<file path="src/hw/channel_mode_pkg.sv">
/*
 * Constants, enumerations and state layouts for the per-channel mode
 * and pin-level engine. Assumes a single 25 MHz clock domain.
 */
`default_nettype none

package channel_mode_pkg;

	// ------------------------------------------------------------------
	// Geometry
	// ------------------------------------------------------------------
	localparam int NUM_CH          = 4;
	localparam int PIN_W           = 8;
	localparam int ENGINE_CHANNELS = 2;

	// ------------------------------------------------------------------
	// Register offsets and fields
	// ------------------------------------------------------------------
	localparam logic [7:0] ADDR_MODE_REQ   = 8'h00;
	localparam logic [7:0] ADDR_DIRECTION  = 8'h04;
	localparam logic [7:0] ADDR_ENGINE_CFG = 8'h08;
	localparam logic [7:0] ADDR_BAUD_DIV   = 8'h0C;
	localparam logic [7:0] ADDR_STATUS     = 8'h10;
	localparam int         MODE_VAL_LSB    = 0;
	localparam int         MODE_CH_LSB     = 8;
	localparam int         ENG_DIV1_LSB    = 8;
	localparam int         ADAPT_LSB       = 16;
	localparam int         STAT_BUSY_LSB   = 4;

	// ------------------------------------------------------------------
	// Mode request codes and reset values
	// ------------------------------------------------------------------
	localparam logic [7:0]  REQ_RESET      = 8'h00;
	localparam logic [7:0]  REQ_ASYNC_BB   = 8'h01;
	localparam logic [7:0]  REQ_ENGINE     = 8'h02;
	localparam logic [7:0]  REQ_SYNC_BB    = 8'h04;
	localparam logic [15:0] BAUD_DIV_RESET = 16'h0018;

	// ------------------------------------------------------------------
	// Serial engine pin assignment within a channel
	// ------------------------------------------------------------------
	localparam int         PIN_SCLK   = 0;
	localparam int         PIN_DOUT   = 1;
	localparam int         PIN_DIN    = 2;
	localparam int         PIN_RCLK   = 3;
	localparam logic [7:0] ENGINE_OE  = 8'h03;
	localparam logic [2:0] LAST_BIT   = 3'h7;

	// ------------------------------------------------------------------
	// Types
	// ------------------------------------------------------------------
	typedef enum logic [1:0] {
		MODE_SERIAL_PORT,
		MODE_ASYNC_BITBANG,
		MODE_SYNC_BITBANG,
		MODE_SERIAL_ENGINE
	} chan_mode_e;

	typedef enum logic [2:0] {BB_IDLE, BB_SAMPLE, BB_DRIVE, BB_SETUP, BB_STROBE} bb_phase_e;

	typedef enum logic [1:0] {ENG_IDLE, ENG_LOW, ENG_HIGH, ENG_WAIT_RCLK} eng_phase_e;

	typedef struct packed {
		chan_mode_e  mode;
		bb_phase_e   bb_phase;
		eng_phase_e  eng_phase;
		logic [7:0]  hold_data;
		logic        hold_full;
		logic        rx_ready;
		logic        tx_valid;
		logic [7:0]  tx_data;
		logic [7:0]  pin_out;
		logic [7:0]  pin_oe;
		logic [7:0]  shift;
		logic [7:0]  capture;
		logic [2:0]  bit_cnt;
		logic [7:0]  div_cnt;
		logic        write_strobe_indication;
		logic        read_strobe_indication;
		logic        rs485_transmit_enable;
	} chan_s;

	typedef struct packed {
		chan_s [NUM_CH-1:0]      ch;
		logic [31:0]             dir;
		logic [NUM_CH-1:0][7:0]  eng_div;
		logic [NUM_CH-1:0]       adaptive;
		logic [15:0]             baud_div;
		logic [15:0]             baud_cnt;
		logic                    baud_tick;
		logic                    pready;
		logic                    pslverr;
		logic [31:0]             prdata;
	} engine_state_s;

endpackage : channel_mode_pkg

`default_nettype wire

</file>
<file path="src/hw/channel_mode_bitbang_engine.sv">
/*
 * Per-channel mode selection and pin engine for four bridge channels:
 * serial port pass-through, asynchronous and synchronous bit-bang, and a
 * byte-wide serial shifter on the first two channels. Assumes APB with
 * 32-bit data, host byte streams that hold valid until taken, and pin
 * inputs synchronous to clk_in.
 */
// Contract
// - Serial engine only on first two channels
// - Engine driven by bytes from host stream
// - Engine throughput limited by the divided clock
// - Serial clock rate selected by internal divider
// - Request 2 enters engine, 0 resets mode
// - Adaptive: wait for return clock before data
// - Adaptive clocking off after reset
// - Every channel supports both bit-bang variants
// - Host bytes drive only pins set output
// - Async outputs change on byte plus tick
// - Async pins hold last written value
// - Sync pins update and sample per byte
// - Sync output stalls while return slot full
// - Sync samples before drive, one byte lag
// - Request 1 enters asynchronous bit-bang
// - Request 4 enters synchronous bit-bang
// - Sample, send, drive, setup, then write strobe
// - Strobe indications stay internal only
// - Reset leaves all channels as serial ports
// - Mode ignores config memory except RS485 enable
// - Each channel keeps its own mode
`default_nettype none

module channel_mode_bitbang_engine
	import channel_mode_pkg::*;
(
	// Clock and reset
	input  wire logic                           clk_in,
	input  wire logic                           rst_b_in,
	// APB slave
	input  wire logic                           psel,
	input  wire logic                           penable,
	input  wire logic                           pwrite,
	input  wire logic [7:0]                     paddr,
	input  wire logic [31:0]                    pwdata,
	output logic                                pready,
	output logic [31:0]                         prdata,
	output logic                                pslverr,
	// Host receive streams, one byte each
	input  wire logic [NUM_CH-1:0]              rx_valid_in,
	input  wire logic [NUM_CH-1:0][PIN_W-1:0]   rx_data_in,
	output logic [NUM_CH-1:0]                   rx_ready_out,
	// Host transmit streams, one byte each
	output logic [NUM_CH-1:0]                   tx_valid_out,
	output logic [NUM_CH-1:0][PIN_W-1:0]        tx_data_out,
	input  wire logic [NUM_CH-1:0]              tx_ready_in,
	// Parallel pins toward the target
	input  wire logic [NUM_CH-1:0][PIN_W-1:0]   pin_in,
	output logic [NUM_CH-1:0][PIN_W-1:0]        pin_out,
	output logic [NUM_CH-1:0][PIN_W-1:0]        pin_oe_out,
	// Serial port side
	input  wire logic                           rs485_option_in,
	input  wire logic [NUM_CH-1:0]              uart_tx_busy_in,
	output logic [NUM_CH-1:0]                   rs485_transmit_enable_out
);

	// ------------------------------------------------------------------
	// Helpers
	// ------------------------------------------------------------------
	function automatic logic req_legal(input logic [7:0] val, input logic [1:0] ch);
		req_legal = (val == REQ_RESET) || (val == REQ_ASYNC_BB) || (val == REQ_SYNC_BB) ||
			((val == REQ_ENGINE) && (int'(ch) < ENGINE_CHANNELS));
	endfunction : req_legal

	function automatic chan_mode_e req_mode(input logic [7:0] val);
		unique case (val)
			REQ_ASYNC_BB: req_mode = MODE_ASYNC_BITBANG;
			REQ_SYNC_BB:  req_mode = MODE_SYNC_BITBANG;
			REQ_ENGINE:   req_mode = MODE_SERIAL_ENGINE;
			default:      req_mode = MODE_SERIAL_PORT;
		endcase
	endfunction : req_mode

	function automatic chan_s chan_enter(input chan_mode_e mode);
		chan_s c;
		c = '0;
		c.mode = mode;
		chan_enter = c;
	endfunction : chan_enter

	// ------------------------------------------------------------------
	// State
	// ------------------------------------------------------------------
	engine_state_s s_reg;
	engine_state_s s_next;

	logic        access;
	logic        wr_done;
	logic        mode_wr;
	logic [1:0]  mode_wr_ch;
	logic [7:0]  mode_wr_val;

	assign access      = psel && penable;
	// Writes land on the edge at which the master sees pready high.
	assign wr_done     = access && pwrite && s_reg.pready;
	assign mode_wr     = wr_done && (paddr == ADDR_MODE_REQ);
	assign mode_wr_ch  = pwdata[MODE_CH_LSB +: 2];
	assign mode_wr_val = pwdata[MODE_VAL_LSB +: 8];

	// ------------------------------------------------------------------
	// Next state
	// ------------------------------------------------------------------
	always_comb begin
		logic take;
		logic [7:0] dir_i;
		take  = 1'b0;
		dir_i = 8'h00;
		s_next = s_reg;
		s_next.pready  = 1'b0;
		s_next.pslverr = 1'b0;

		// Shared pacing tick for asynchronous bit-bang.
		if (s_reg.baud_cnt >= s_reg.baud_div) begin
			s_next.baud_cnt  = 16'h0000;
			s_next.baud_tick = 1'b1;
		end else begin
			s_next.baud_cnt  = s_reg.baud_cnt + 16'h0001;
			s_next.baud_tick = 1'b0;
		end

		for (int i = 0; i < NUM_CH; i++) begin
			take  = rx_valid_in[i] && s_reg.ch[i].rx_ready;
			dir_i = s_reg.dir[i*PIN_W +: PIN_W];
			s_next.ch[i].rx_ready                = 1'b0;
			s_next.ch[i].write_strobe_indication = 1'b0;
			s_next.ch[i].read_strobe_indication  = 1'b0;
			// Clear before any set below so a fresh byte is never lost.
			if (s_reg.ch[i].tx_valid && tx_ready_in[i]) begin
				s_next.ch[i].tx_valid = 1'b0;
			end
			s_next.ch[i].rs485_transmit_enable = rs485_option_in && uart_tx_busy_in[i] &&
				(s_reg.ch[i].mode == MODE_SERIAL_PORT);

			unique case (s_reg.ch[i].mode)
				MODE_SERIAL_PORT: begin
					s_next.ch[i].pin_oe = 8'h00;
				end
				MODE_ASYNC_BITBANG: begin
					s_next.ch[i].pin_oe = dir_i;
					if (take) begin
						s_next.ch[i].hold_data = rx_data_in[i];
						s_next.ch[i].hold_full = 1'b1;
					end else if (!s_reg.ch[i].hold_full && rx_valid_in[i] &&
						!s_reg.ch[i].rx_ready) begin
						s_next.ch[i].rx_ready = 1'b1;
					end
					if (s_reg.baud_tick && s_reg.ch[i].hold_full) begin
						s_next.ch[i].pin_out   = s_reg.ch[i].hold_data & dir_i;
						s_next.ch[i].hold_full = 1'b0;
					end
					// Otherwise pin_out keeps its last value.
				end
				MODE_SYNC_BITBANG: begin
					s_next.ch[i].pin_oe = dir_i;
					unique case (s_reg.ch[i].bb_phase)
						BB_IDLE: begin
							if (take) begin
								s_next.ch[i].hold_data = rx_data_in[i];
								s_next.ch[i].bb_phase  = BB_SAMPLE;
							end else if (rx_valid_in[i] && !s_reg.ch[i].rx_ready &&
								!s_reg.ch[i].tx_valid) begin
								s_next.ch[i].rx_ready = 1'b1;
							end
						end
						BB_SAMPLE: begin
							// Old pin state goes back first.
							s_next.ch[i].tx_data  = pin_in[i];
							s_next.ch[i].tx_valid = 1'b1;
							s_next.ch[i].read_strobe_indication = 1'b1;
							s_next.ch[i].bb_phase = BB_DRIVE;
						end
						BB_DRIVE: begin
							s_next.ch[i].pin_out  = s_reg.ch[i].hold_data & dir_i;
							s_next.ch[i].bb_phase = BB_SETUP;
						end
						BB_SETUP: begin
							s_next.ch[i].bb_phase = BB_STROBE;
						end
						BB_STROBE: begin
							s_next.ch[i].write_strobe_indication = 1'b1;
							s_next.ch[i].bb_phase = BB_IDLE;
						end
						default: begin
							s_next.ch[i].bb_phase = BB_IDLE;
						end
					endcase
				end
				MODE_SERIAL_ENGINE: begin
					// Each host byte shifts out MSB first; the byte seen on
					// the data input returns to the host.
					s_next.ch[i].pin_oe = ENGINE_OE;
					unique case (s_reg.ch[i].eng_phase)
						ENG_IDLE: begin
							if (take) begin
								s_next.ch[i].shift   = rx_data_in[i];
								s_next.ch[i].pin_out[PIN_DOUT] = rx_data_in[i][7];
								s_next.ch[i].bit_cnt = 3'h0;
								s_next.ch[i].div_cnt = 8'h00;
								s_next.ch[i].eng_phase = ENG_LOW;
							end else if (rx_valid_in[i] && !s_reg.ch[i].rx_ready &&
								!s_reg.ch[i].tx_valid) begin
								s_next.ch[i].rx_ready = 1'b1;
							end
						end
						ENG_LOW: begin
							if (s_reg.ch[i].div_cnt >= s_reg.eng_div[i]) begin
								s_next.ch[i].div_cnt = 8'h00;
								s_next.ch[i].pin_out[PIN_SCLK] = 1'b1;
								s_next.ch[i].capture = {s_reg.ch[i].capture[6:0],
									pin_in[i][PIN_DIN]};
								s_next.ch[i].eng_phase = s_reg.adaptive[i] ?
									ENG_WAIT_RCLK : ENG_HIGH;
							end else begin
								s_next.ch[i].div_cnt = s_reg.ch[i].div_cnt + 8'h01;
							end
						end
						ENG_WAIT_RCLK: begin
							if (pin_in[i][PIN_RCLK]) begin
								s_next.ch[i].eng_phase = ENG_HIGH;
							end
						end
						ENG_HIGH: begin
							if (s_reg.ch[i].div_cnt >= s_reg.eng_div[i]) begin
								s_next.ch[i].div_cnt = 8'h00;
								s_next.ch[i].pin_out[PIN_SCLK] = 1'b0;
								if (s_reg.ch[i].bit_cnt == LAST_BIT) begin
									s_next.ch[i].tx_data   = s_reg.ch[i].capture;
									s_next.ch[i].tx_valid  = 1'b1;
									s_next.ch[i].eng_phase = ENG_IDLE;
								end else begin
									s_next.ch[i].bit_cnt = s_reg.ch[i].bit_cnt + 3'h1;
									s_next.ch[i].shift   = {s_reg.ch[i].shift[6:0], 1'b0};
									s_next.ch[i].pin_out[PIN_DOUT] = s_reg.ch[i].shift[6];
									s_next.ch[i].eng_phase = ENG_LOW;
								end
							end else begin
								s_next.ch[i].div_cnt = s_reg.ch[i].div_cnt + 8'h01;
							end
						end
					endcase
				end
			endcase
		end

		// Register bus: one wait state, then pready for one cycle.
		if (access && !s_reg.pready) begin
			s_next.pready = 1'b1;
			s_next.prdata = 32'h0000_0000;
			unique case (paddr)
				ADDR_MODE_REQ: begin
					for (int i = 0; i < NUM_CH; i++) begin
						s_next.prdata[2*i +: 2] = s_reg.ch[i].mode;
					end
				end
				ADDR_DIRECTION:  s_next.prdata = s_reg.dir;
				ADDR_ENGINE_CFG: begin
					s_next.prdata[ENG_DIV1_LSB-8 +: 8] = s_reg.eng_div[0];
					s_next.prdata[ENG_DIV1_LSB +: 8]   = s_reg.eng_div[1];
					s_next.prdata[ADAPT_LSB +: 2]      = s_reg.adaptive[1:0];
				end
				ADDR_BAUD_DIV:   s_next.prdata[15:0] = s_reg.baud_div;
				ADDR_STATUS: begin
					for (int i = 0; i < NUM_CH; i++) begin
						s_next.prdata[i] = s_reg.ch[i].tx_valid;
						s_next.prdata[STAT_BUSY_LSB + i] = (s_reg.ch[i].bb_phase != BB_IDLE) ||
							(s_reg.ch[i].eng_phase != ENG_IDLE) || s_reg.ch[i].hold_full;
					end
				end
				default: s_next.pslverr = 1'b1;
			endcase
		end
		if (wr_done) begin
			unique case (paddr)
				ADDR_MODE_REQ: begin
					if (req_legal(mode_wr_val, mode_wr_ch)) begin
						// Only the addressed channel changes.
						s_next.ch[mode_wr_ch] = chan_enter(req_mode(mode_wr_val));
					end
				end
				ADDR_DIRECTION:  s_next.dir = pwdata;
				ADDR_ENGINE_CFG: begin
					s_next.eng_div[0]    = pwdata[ENG_DIV1_LSB-8 +: 8];
					s_next.eng_div[1]    = pwdata[ENG_DIV1_LSB +: 8];
					s_next.adaptive[1:0] = pwdata[ADAPT_LSB +: 2];
				end
				ADDR_BAUD_DIV:   s_next.baud_div = pwdata[15:0];
				default: begin
				end
			endcase
		end
	end

	// ------------------------------------------------------------------
	// Registers
	// ------------------------------------------------------------------
	always_ff @(posedge clk_in or negedge rst_b_in) begin
		if (!rst_b_in) begin
			s_reg          <= '0;
			s_reg.baud_div <= BAUD_DIV_RESET;
		end else begin
			s_reg <= s_next;
		end
	end

	always_comb begin
		pready  = s_reg.pready;
		prdata  = s_reg.prdata;
		pslverr = s_reg.pslverr;
		for (int i = 0; i < NUM_CH; i++) begin
			rx_ready_out[i]              = s_reg.ch[i].rx_ready;
			tx_valid_out[i]              = s_reg.ch[i].tx_valid;
			tx_data_out[i]               = s_reg.ch[i].tx_data;
			pin_out[i]                   = s_reg.ch[i].pin_out;
			pin_oe_out[i]                = s_reg.ch[i].pin_oe;
			rs485_transmit_enable_out[i] = s_reg.ch[i].rs485_transmit_enable;
		end
	end
endmodule : channel_mode_bitbang_engine

`default_nettype wire

</file>
<file path="config.mk">
export PLATFORM = sky130hd
export DESIGN_NAME = channel_mode_bitbang_engine
export DESIGN_NICKNAME = d
export VERILOG_FILES = /design/src/hw/channel_mode_pkg.sv /design/src/hw/channel_mode_bitbang_engine.sv
export SDC_FILE = /design/constraint.sdc
export NUM_CORES = 1
export LEC_CHECK = 0
export BUFFER_PORTS_ARGS = -buffer_cell sky130_fd_sc_hd__buf_2
export CAP_MARGIN = 20
export CORE_MARGIN = 1
export CORE_UTILIZATION = 25
export DETAILED_ROUTE_END_ITERATION = 12
export SYNTH_ARGS = -nofsm -noshare
export SYNTH_HDL_FRONTEND = slang
export SYNTH_SLANG_ARGS = --single-unit
</file>
<file path="constraint.sdc">
create_clock -name clk_in -period 2.42 [get_ports clk_in]
set_input_delay 0 -clock clk_in [delete_from_list [all_inputs] [get_ports clk_in]]
set_output_delay 0 -clock clk_in [all_outputs]
set_load 0.01 [all_outputs]
</file>
==> reports/metrics.yaml, run 1 <==
status: "finished, final reports clean"
whs_path_depth: 4
cts_sinks: 377
maxCapViolations: 0
synth.avg_cell_area_um2: 9.228
vias: 17955
synth_edf_count: 0
cp.arrival_ns: 2.87
worstSetupPathType: "reg -> reg"
numCtsBuffers: 44
grt_pass1_vias: 17408
synthCells: 2289
cts_root_buffer: "clkbuf_16"
ir_drop_mv: 0.3684
worst_slew_pin_slew_ns: 0.7769
largest_reg_flops: 235
ant_nets: 0
grt_max_degree: 77
synth_seq_cells: 377
finalSetupViolations: 0
switching_share_pct: 27.85
hold_violations: 0
io_buffers: 263
setup_slack_ns: 0.06278
synth-main-ff-cell: "dfrtp_1"
nets: 2768
power_frac_comb_pct: 15.9
yosysUniqueCellTypes: 79
switchingPower_w: 0.004721
cts_tree: "built"
cp.required_ns: 2.93
r2r_cells: 9
worstHoldStart: "paddr[6]"
chipWidth_um: 292.7
yosysTopAreaCell: "dfrtp_1"
clock-skew-final_ns: 0.02879
dp.cells: 3541
r2r-start: "s_reg[79]"
post-route-min-period_ns: 2.357
drive_gt1_share_pct: 22.78
hpwl_um: 49750
slew_viol_final: 0
hold_slack_ns: 0.03475
p_int_w: 0.01223
track_usage_pct: 15.27
reg2reg_to: "s_reg[273]"
antenna_found_initial: 13
p_seq_share_pct: 42.3
cts.reportedPaths.clkPinSlew_ns: 0.06
ys_async_sr_fraction_pct: 100.0
grt_pass1_wl_um: 102700
post_drt_wl_per_cell_um: 17.93
synth_top_area_share_pct: 44.43
yosys-top-cells-count: "dfrtp_1 (375), nand2_1 (293), nor2_1 (193)"
start_kind: "flop"
synth.net_count: 2486
clk_latency_ns: 0.59
gp_congestion: 0.8413
grt-ovfl-total: 0
die_y_um: 292.7
p_leak_nw: 11.89
powerDensity_nw_per_um2: 647.0
via_per_inst: 4.797
whs_endpoint: "pslverr"
finalCritPeriodShare_pct: 97.41
num_io_pins: 264
yosysWarningCount: 0
syn2layout_area_growth_pct: 24.02
clock.fmax_ghz: 0.4242
first_iter_violations: 1366
dpl_cell_area_um2: 23450
fin_area_um2: 26200
coreArea_um2: 83690
pre_cts_ws_ns: 0.002628
dr.pass1.iters: 5
power_frac_clock_pct: 41.8
rows: 106
cts_buffer_depth: 3
synth.area.top_cells: "dfrtp_1 (44%), nand2_1 (5.2%), buf_4 (5.2%), ha_1 (4.4%), mux2_2 (4.4%)"
syn-cell-area_um2: 21120
ctsHtreeMaxLevel: 2
hp-class: "in -> reg"
stdcell_count: 3743
finalPower_w: 0.01695
n_fill_cell: 8692
critical_path.max_fanout: 5
r2r_slack_ns: 0.06
synth-seq-area-share_pct: 44.67
synth_most_common_cell: "dfrtp_1"
start_util_pct: 25.24
wl_um: 67130
max_slew_margin_pct: 48.20
drc: 0
die-area_um2: 85660
cp-end-kind: "flop"
-- power by group through the flow --
stage / clock network, W / registers [W] / logic (W)
finish: 0.00708 / 0.00717 / 0.00270
global route: 0.00751 / 0.00723 / 0.00305
CTS: 0.00727 / 0.00717 / 0.00272
detailed placement: 0 / 0.00728 / 0.00256
global placement: 0 / 0.00727 / 0.00252
floorplan: 0 / 0.00715 / 0.00188
-- routing by layer --
metal | share of wire (%) | wire [um] | GRT usage [%]
met1 | 45 | 30030 | 20.19
met2 | 47 | 31280 | 24.76
met3 | 5.9 | 3935 | 3.339
met4 | 2.7 | 1795 | 4.712
met5 | 0.14 | 93 | 0
-- metrics by stage --
step	util, %	TNS, ns
after floorplan	-	0
after global placement	28.01	0
after detailed placement	28.01	0
after CTS	31.23	0
after global routing	31.30	-0.09066
final	31.30	0
-- timing repair --
| action | CTS | global route |
|---|---|---|
| pin swaps | 2 | 2 |
| setup endpoints to repair | 1 | 51 |
| endpoints found under the hold margin | 502 | 0 |
| resized for setup | 2 | 9 |
| buffers inserted | 0 | 1 |
| hold buffers | 117 | 0 |
-- cell usage in the layout, fill, tap and decap left out, drive strengths merged, types with 8 or more instances in the layout --
cell,Yosys,final
a21boi,8,8
o21a,11,11
nand2b,20,20
nand3b,12,12
nand2,293,293
dlygate4sd3,0,117
a22oi,50,50
a221oi,22,22
a31oi,34,34
inv,84,87
a32oi,25,25
or3,11,11
a21oi,141,141
nor2b,9,9
or2,12,12
nor2,195,195
mux2i,37,37
o21ai,116,116
a211oi,15,15
mux2,85,85
clkinv,2,11
o221ai,11,11
o211ai,30,30
and2,12,12
o32ai,8,8
nand3,102,102
buf,172,394
nor3b,11,11
a21o,16,16
o22a,8,8
nand4,19,19
clkbuf,103,60
dfrtp,375,375
a222oi,8,8
nor3,29,29
and3,47,47
xor2,10,10
ha,75,75
-- how the worst max path moves through the flow --
stage,start,to,cells after the start
floorplan,s_reg[210],s_reg[272],9
global placement,s_reg[210],s_reg[272],8
detailed placement,s_reg[210],s_reg[272],8
CTS,s_reg[210],s_reg[272],8
global route,s_reg[210],s_reg[221],9
finish,s_reg[79],s_reg[273],9
-- area by class of cell --
type | count | area (um2) | area share, %
flip-flops and latches | 377 | 9437 | 36.02
clock buffers | 60 | 1242 | 4.743
multi-input cells | 1551 | 9806 | 37.43
clock inverters | 18 | 274.0 | 1.046
well taps | 1134 | 1419 | 5.416
repair buffers | 511 | 3681 | 14.05
diodes | 6 | 15.01 | 0.05731
inverters | 86 | 322.8 | 1.232
-- logic make-up (layout without fill, tap and decap cells) --
kind of cell	count (synthesis)	in the layout	synth area share (%)
other	0	6	0
AO/OA/AOI/OAI	537	537	16.63
flip-flops	377	377	44.67
XOR/XNOR	16	16	0.6634
AND/OR/NAND/NOR	801	801	18.11
buffers and inverters	361	675	9.181
multiplexers	122	122	6.303
adder cells (fa/ha/maj)	75	75	4.443
-- worst max-delay path: stages, from the launching register on --
cell and delay, ns:
dfrtp_1 0.39, ha_1 0.30, nand2b_4 0.14, a211o_1 0.27, a2111o_1 0.45, buf_4 0.17
a21oi_1 0.12, buf_4 0.15, o221ai_1 0.12, a21oi_1 0.16
No activity file was read; power rests on OpenSTA's default activity.
==> run 2, diff against run 1 <==
--- a/config.mk
+++ b/config.mk
@@ -7,9 +7,11 @@
 export LEC_CHECK = 0
 export BUFFER_PORTS_ARGS = -buffer_cell sky130_fd_sc_hd__buf_2
 export CAP_MARGIN = 20
+export CORE_ASPECT_RATIO = 1.1
 export CORE_MARGIN = 1
 export CORE_UTILIZATION = 25
 export DETAILED_ROUTE_END_ITERATION = 12
+export HOLD_SLACK_MARGIN = 0.06
 export SYNTH_ARGS = -nofsm -noshare
 export SYNTH_HDL_FRONTEND = slang
 export SYNTH_SLANG_ARGS = --single-unit
==> run 2 against run 1 <==
Non-clock buffer count stayed put; final cell count is 0.19% lower; critical path type unchanged; first-iteration DRC count is 4.0% higher; clock skew is 0.0023 ns lower; maximum frequency is 2.5% lower; highest routed layer unchanged; largest power group unchanged; sequential cell count stayed put.
==> reports/metrics.yaml, run 2 (synthesized netlist as in run 1, its figures left out) <==
power_frac_clock_pct: 40.0  # -1.8 points
p_int_w: 0.01181  # -3.4%
cp_slowest_cell: "a2111o_1"
clk_latency_ns: 0.57  # -0.02 ns
largest_reg_flops: 235  # unchanged
nets: 2766  # -0.072%
first_iter_violations: 1421  # +4.0%
via_per_inst: 4.810  # +0.28%
grt-ovfl-total: 0  # unchanged
coreArea_um2: 83470  # -0.26%
worstSetupPathType: "reg -> reg"
ir_drop_mv: 0.4739  # +29%
maxCapViolations: 0  # unchanged
slew_viol_final: 0  # unchanged
switchingPower_w: 0.004721  # about the same
cts.reportedPaths.clkPinSlew_ns: 0.06  # about the same
vias: 17971  # +0.089%
start_kind: "flop"
ctsHtreeMaxLevel: 2  # unchanged
cts_sinks: 377  # unchanged
finalPower_w: 0.01653  # -2.5%
powerDensity_nw_per_um2: 633.1  # -2.2%
worstPathCellList: "inv_2 -> ha_4 -> nand2b_4 -> a211o_1 -> a2111o_1 -> buf_6 -> nand4_1 -> clkbuf_16 -> mux2i_1 -> nor2_1"
finalSetupViolations: 0  # unchanged
cp.arrival_ns: 2.88  # about the same
io_buffers: 263  # unchanged
cts_buffer_depth: 3  # unchanged
drive_gt1_share_pct: 22.65  # -0.13 points
p_seq_share_pct: 43.4  # +1.1 points
ant_nets: 0  # unchanged
wl_um: 68520  # +2.1%
switching_share_pct: 28.56  # +0.71 points
dr.pass1.iters: 5  # unchanged
die-area_um2: 85660  # about the same
hpwl_um: 50360  # +1.2%
gp_congestion: 0.8618  # +2.4%
rows: 111  # +4.7%
num_io_pins: 264  # unchanged
post-route-min-period_ns: 2.417  # +0.05997 ns
cp.required_ns: 2.89  # -0.04 ns
finalSetupTns_ns: 0  # unchanged
critical_path.max_fanout: 5  # unchanged
clock.fmax_ghz: 0.4137  # -2.5%
syn2layout_area_growth_pct: 23.63
status: "finished, final reports clean"
cp-end-kind: "flop"
grt_pass1_vias: 17363  # -0.26%
cts_tree: "built"
hold_violations: 0  # unchanged
start_util_pct: 25.31  # +0.066 points
die_y_um: 306.9  # +4.8%
p_leak_nw: 11.80  # -0.73%
finalCritPeriodShare_pct: 99.88  # +2.5 points
hp-class: "in -> reg"
mostFrequentLayoutCells: "dfrtp_1 (374), nand2_1 (293), buf_2 (262)"
post_drt_wl_per_cell_um: 18.34  # +2.3%
track_usage_pct: 15.53  # +0.25 points
drc: 0  # unchanged
grt_pass1_wl_um: 104500  # +1.8%
layout_commonest_cell: "dfrtp_1"
cts_root_buffer: "clkbuf_16"
power_frac_comb_pct: 16.6  # +0.7 points
numCtsBuffers: 42  # -4.5%
max_slew_margin_pct: 55.71  # +7.5 points
cpPeakStageDelay_ns: 0.47  # +0.02 ns
clock-skew-final_ns: 0.02647  # -0.002320 ns
rsz0062_at_grt: "true"
grt_max_degree: 55  # -29%
antenna_found_initial: 10  # -3
worst_slew_pin_slew_ns: 0.6615  # -0.1155 ns
chipWidth_um: 279.1  # -4.6%
[run 2: path summary, 6_finish.rpt]
path / from / endpoint / slack, ns / depth (start not counted)
worst max register to register: s_reg[210] / s_reg[221] / 0.003 / 10
max in group asynchronous: rst_b_in / s_reg[106] / 1.89 / 3
worst max-delay path: s_reg[210] / s_reg[221] / 0.003 / 10
worst min register to register: prdata[18] / prdata[18] / 0.46 / 2
worst min-delay path: paddr[2] / prdata[11] / 0.12 / 6
min in group asynchronous: rst_b_in / s_reg[54] / 0.15 / 2
[run 2: critical path: cells and delay by family, from the launching register on]
kind | cells | cell delay [ns]
simple gates | 3 | 0.41
compound gates | 2 | 0.73
mux | 1 | 0.18
buf+inv | 3 | 0.42
fa+ha+maj | 1 | 0.20
flops | 1 | 0.38
[run 2: layout make-up]
cell class / count / area [um2]
Fill cell: 8659 / 57360
Sequential cell: 377 / 9438
Clock inverter: 15 / 191.4
Clock buffer: 60 / 1210
Timing Repair Buffer: 511 / 3705
Inverter: 86 / 322.8
Multi-Input combinational cell: 1551 / 9818
Tap cell: 1130 / 1414
Antenna cell: 6 / 15.01
[run 2: per-stage QoR]
step	hold slack (ns)	setup WS (ns)	util, %	cell area, um2	instances
2_1_floorplan	-0.2956	0.06159	-	21120	2289
3_3_place_gp	0.02235	0.05512	27.95	23330	3526
3_5_place_dp	0.02746	0.03940	27.95	23330	3526
4_1_cts	0.09100	0.04113	31.10	25960	3722
5_1_grt	0.1318	-0.1085	31.28	26110	3735
6_report	0.1161	0.002811	31.29	26110	3736
[run 2: metal layers]
metal | up-vias | track usage [%] | wire [um]
met3 | 117 | 3.366 | 4075
met5 | - | 0 | 52
met2 | 481 | 25.59 | 32350
li1 | 8560 | - | -
met1 | 8805 | 20.07 | 29960
met4 | 8 | 5.098 | 2093
[run 2: power by group through the flow]
stage / registers [W] / logic [W] / clock network [W]
2_1_floorplan: 0.00715 / 0.00188 / 0
3_3_place_gp: 0.00727 / 0.00255 / 0
3_5_place_dp: 0.00728 / 0.00260 / 0
4_1_cts: 0.00717 / 0.00278 / 0.00678
5_1_grt: 0.00724 / 0.00308 / 0.00700
6_report: 0.00717 / 0.00275 / 0.00661
[run 2: timing repair]
action                                  4_1_cts  5_1_grt
hold buffers                                121        0
gates resized for setup                       0       14
endpoints found under the setup margin        0       41
setup buffers                                 0        7
hold endpoints to repair                    571        0
==> run 3, diff against run 2 <==
==> constraint.sdc (replaced) <==
create_clock -name clk_in -period 2.9 [get_ports clk_in]
set_input_delay 0 -clock clk_in [delete_from_list [all_inputs] [get_ports clk_in]]
set_output_delay 0 -clock clk_in [all_outputs]
set_load 0.01 [all_outputs]
==> run 3 against run 2 <==
Die area unchanged; core utilization down 0.71 points; via count down 1.2%; global-route usage down 0.16 points; setup slack better by 0.27 ns; combinational power down 17%; register-to-register slack better by 0.27 ns; clock power down 16%; critical path depth down 2; critical path type unchanged; highest routed layer unchanged.
==> reports/metrics.yaml, run 3 (synthesized netlist as in run 1, its figures left out) <==
cts_buffer_depth: 3  # unchanged
dr.pass1.iters: 7  # +2
hold_slack_ns: 0.1200  # +0.003826 ns
ant_nets: 0  # unchanged
cts_root_buffer: "clkbuf_16"
hold_violations: 0  # unchanged
finalSetupViolations: 0  # unchanged
ir_drop_mv: 0.3722  # -21%
hp-class: "in -> async"
critical_path.max_fanout: 9  # +4
die-area_um2: 85660  # unchanged
vias: 17754  # -1.2%
track_usage_pct: 15.37  # -0.16 points
grt-ovfl-total: 0  # unchanged
rsz0062_at_grt: "false"
antenna_found_initial: 13  # +3
finalPower_w: 0.01380  # -17%
r2r-start: "s_reg[210]"
cp_slowest_cell: "a2111o_1"
worstSetupPathType: "reg -> reg"
syn2layout_area_growth_pct: 20.83
hpwl_um: 48980  # -2.7%
status: "finished, final reports clean"
worst_slew_pin_slew_ns: 0.8107  # +0.1492 ns
numCtsBuffers: 41  # -2.4%
wl_um: 67460  # -1.6%
clk_latency_ns: 0.58  # about the same
max_slew_margin_pct: 45.82  # -9.9 points
crit_end: "s_reg[272]"
chipWidth_um: 279.1  # unchanged
mostFrequentLayoutCells: "dfrtp_1 (375), nand2_1 (293), buf_2 (262)"
post_cts_resized: 0  # unchanged
grt_max_degree: 82  # +49%
grt_pass1_vias: 17203  # -0.92%
cts_sinks: 377  # unchanged
layout_commonest_cell: "dfrtp_1"
cts_setup_buffers: 0  # unchanged
first_iter_violations: 1235  # -13%
cts_tree: "built"
io_buffers: 263  # unchanged
nets: 2709  # -2.1%
start_util_pct: 25.31  # unchanged
cts.reportedPaths.clkPinSlew_ns: 0.07  # about the same
num_io_pins: 264  # unchanged
worstPathCellList: "inv_1 -> ha_1 -> nand2b_1 -> a211o_1 -> a2111o_1 -> and2_1 -> mux2_4 -> a311oi_2"
r2r_slack_ns: 0.28  # +0.27 ns
coreArea_um2: 83470  # unchanged
post-route-min-period_ns: 2.623  # +0.2057 ns
maxCapViolations: 0  # unchanged
rows: 111  # unchanged
largest_reg_flops: 235  # unchanged
die_y_um: 306.9  # unchanged
clock-skew-final_ns: 0.02183  # -0.004640 ns
via_per_inst: 4.817  # +0.13%
clock.fmax_ghz: 0.3813  # -7.8%
slew_viol_final: 0  # unchanged
r2r_cells: 8  # -2
cp-end-kind: "flop"
drive_gt1_share_pct: 20.59  # -2.1 points
cpPeakStageDelay_ns: 0.49  # +0.02 ns
reg2reg_to: "s_reg[272]"
p_leak_nw: 11.48  # -2.7%
cp.arrival_ns: 3.11  # +0.23 ns
start_kind: "flop"
drc: 0  # unchanged
gp_congestion: 0.8343  # -3.2%
ctsHtreeMaxLevel: 2  # unchanged
finalSetupTns_ns: 0  # unchanged
finalCritPeriodShare_pct: 90.44  # -9.4 points
grt_pass1_wl_um: 103300  # -1.1%
post_drt_wl_per_cell_um: 18.30  # -0.22%
powerDensity_nw_per_um2: 540.7  # -15%
cp.required_ns: 3.39  # +0.50 ns
timing.critical_path.from: "s_reg[210]"
run 3: worst min-delay path by stage:
stage,endpoint,slack [ns],depth (start not counted)
4_1_cts,s_reg[48],0.10,3
6_report,s_reg[47],0.12,3
2_1_floorplan,pin_oe_out[0],-0.30,0
3_3_place_gp,pin_oe_out[2],0.03,1
3_5_place_dp,pin_oe_out[2],0.03,1
5_1_grt,s_reg[47],0.11,3
run 3: what timing repair did:
| action | in CTS | in global routing |
|---|---|---|
| endpoints found under the hold margin | 572 | 0 |
| endpoints found under the setup margin | 0 | 0 |
| hold buffers | 121 | 0 |
run 3: metrics by stage:
stage | std cells | util, % | area (um2) | setup slack (ns)
global route | 3681 | 30.56 | 25510 | 0.1860
global placement | 3477 | 27.38 | 22850 | 0.3175
detailed placement | 3478 | 27.39 | 22860 | 0.2811
CTS | 3675 | 30.54 | 25490 | 0.2828
floorplan | 2289 | - | 21120 | 0.5416
finish | 3686 | 30.58 | 25520 | 0.2771
run 3: critical path, delay by kind of cell (launching register included):
family | cells | cell delay (ns)
compound gates | 3 | 1.03
simple gates | 2 | 0.45
flops | 1 | 0.40
mux | 1 | 0.34
fa+ha+maj | 1 | 0.22
buf+inv | 1 | 0.10
run 3: area by class of cell:
type / instances / area (um2)
antenna: 11 / 27.53
fill: 8717 / 57950
timing repair buffer: 455 / 3154
tap: 1130 / 1414
sequential: 377 / 9437
clock buffer: 55 / 1140
multi-input combinational: 1551 / 9764
clock inverter: 21 / 262.8
inverter: 86 / 322.8
run 3: per-layer routing:
layer	share of wire, %	routed length (um)	track usage [%]
met1	44	29470	19.84
met2	47	31600	24.95
met3	6.3	4271	3.761
met4	3.0	2051	5.239
met5	0.093	63	0
run 3: power breakdown:
group          switching [W]  internal, W
sequential          0.000329      0.00565
combinational        0.00127     0.000996
clock                0.00239      0.00317
total                0.00399      0.00981
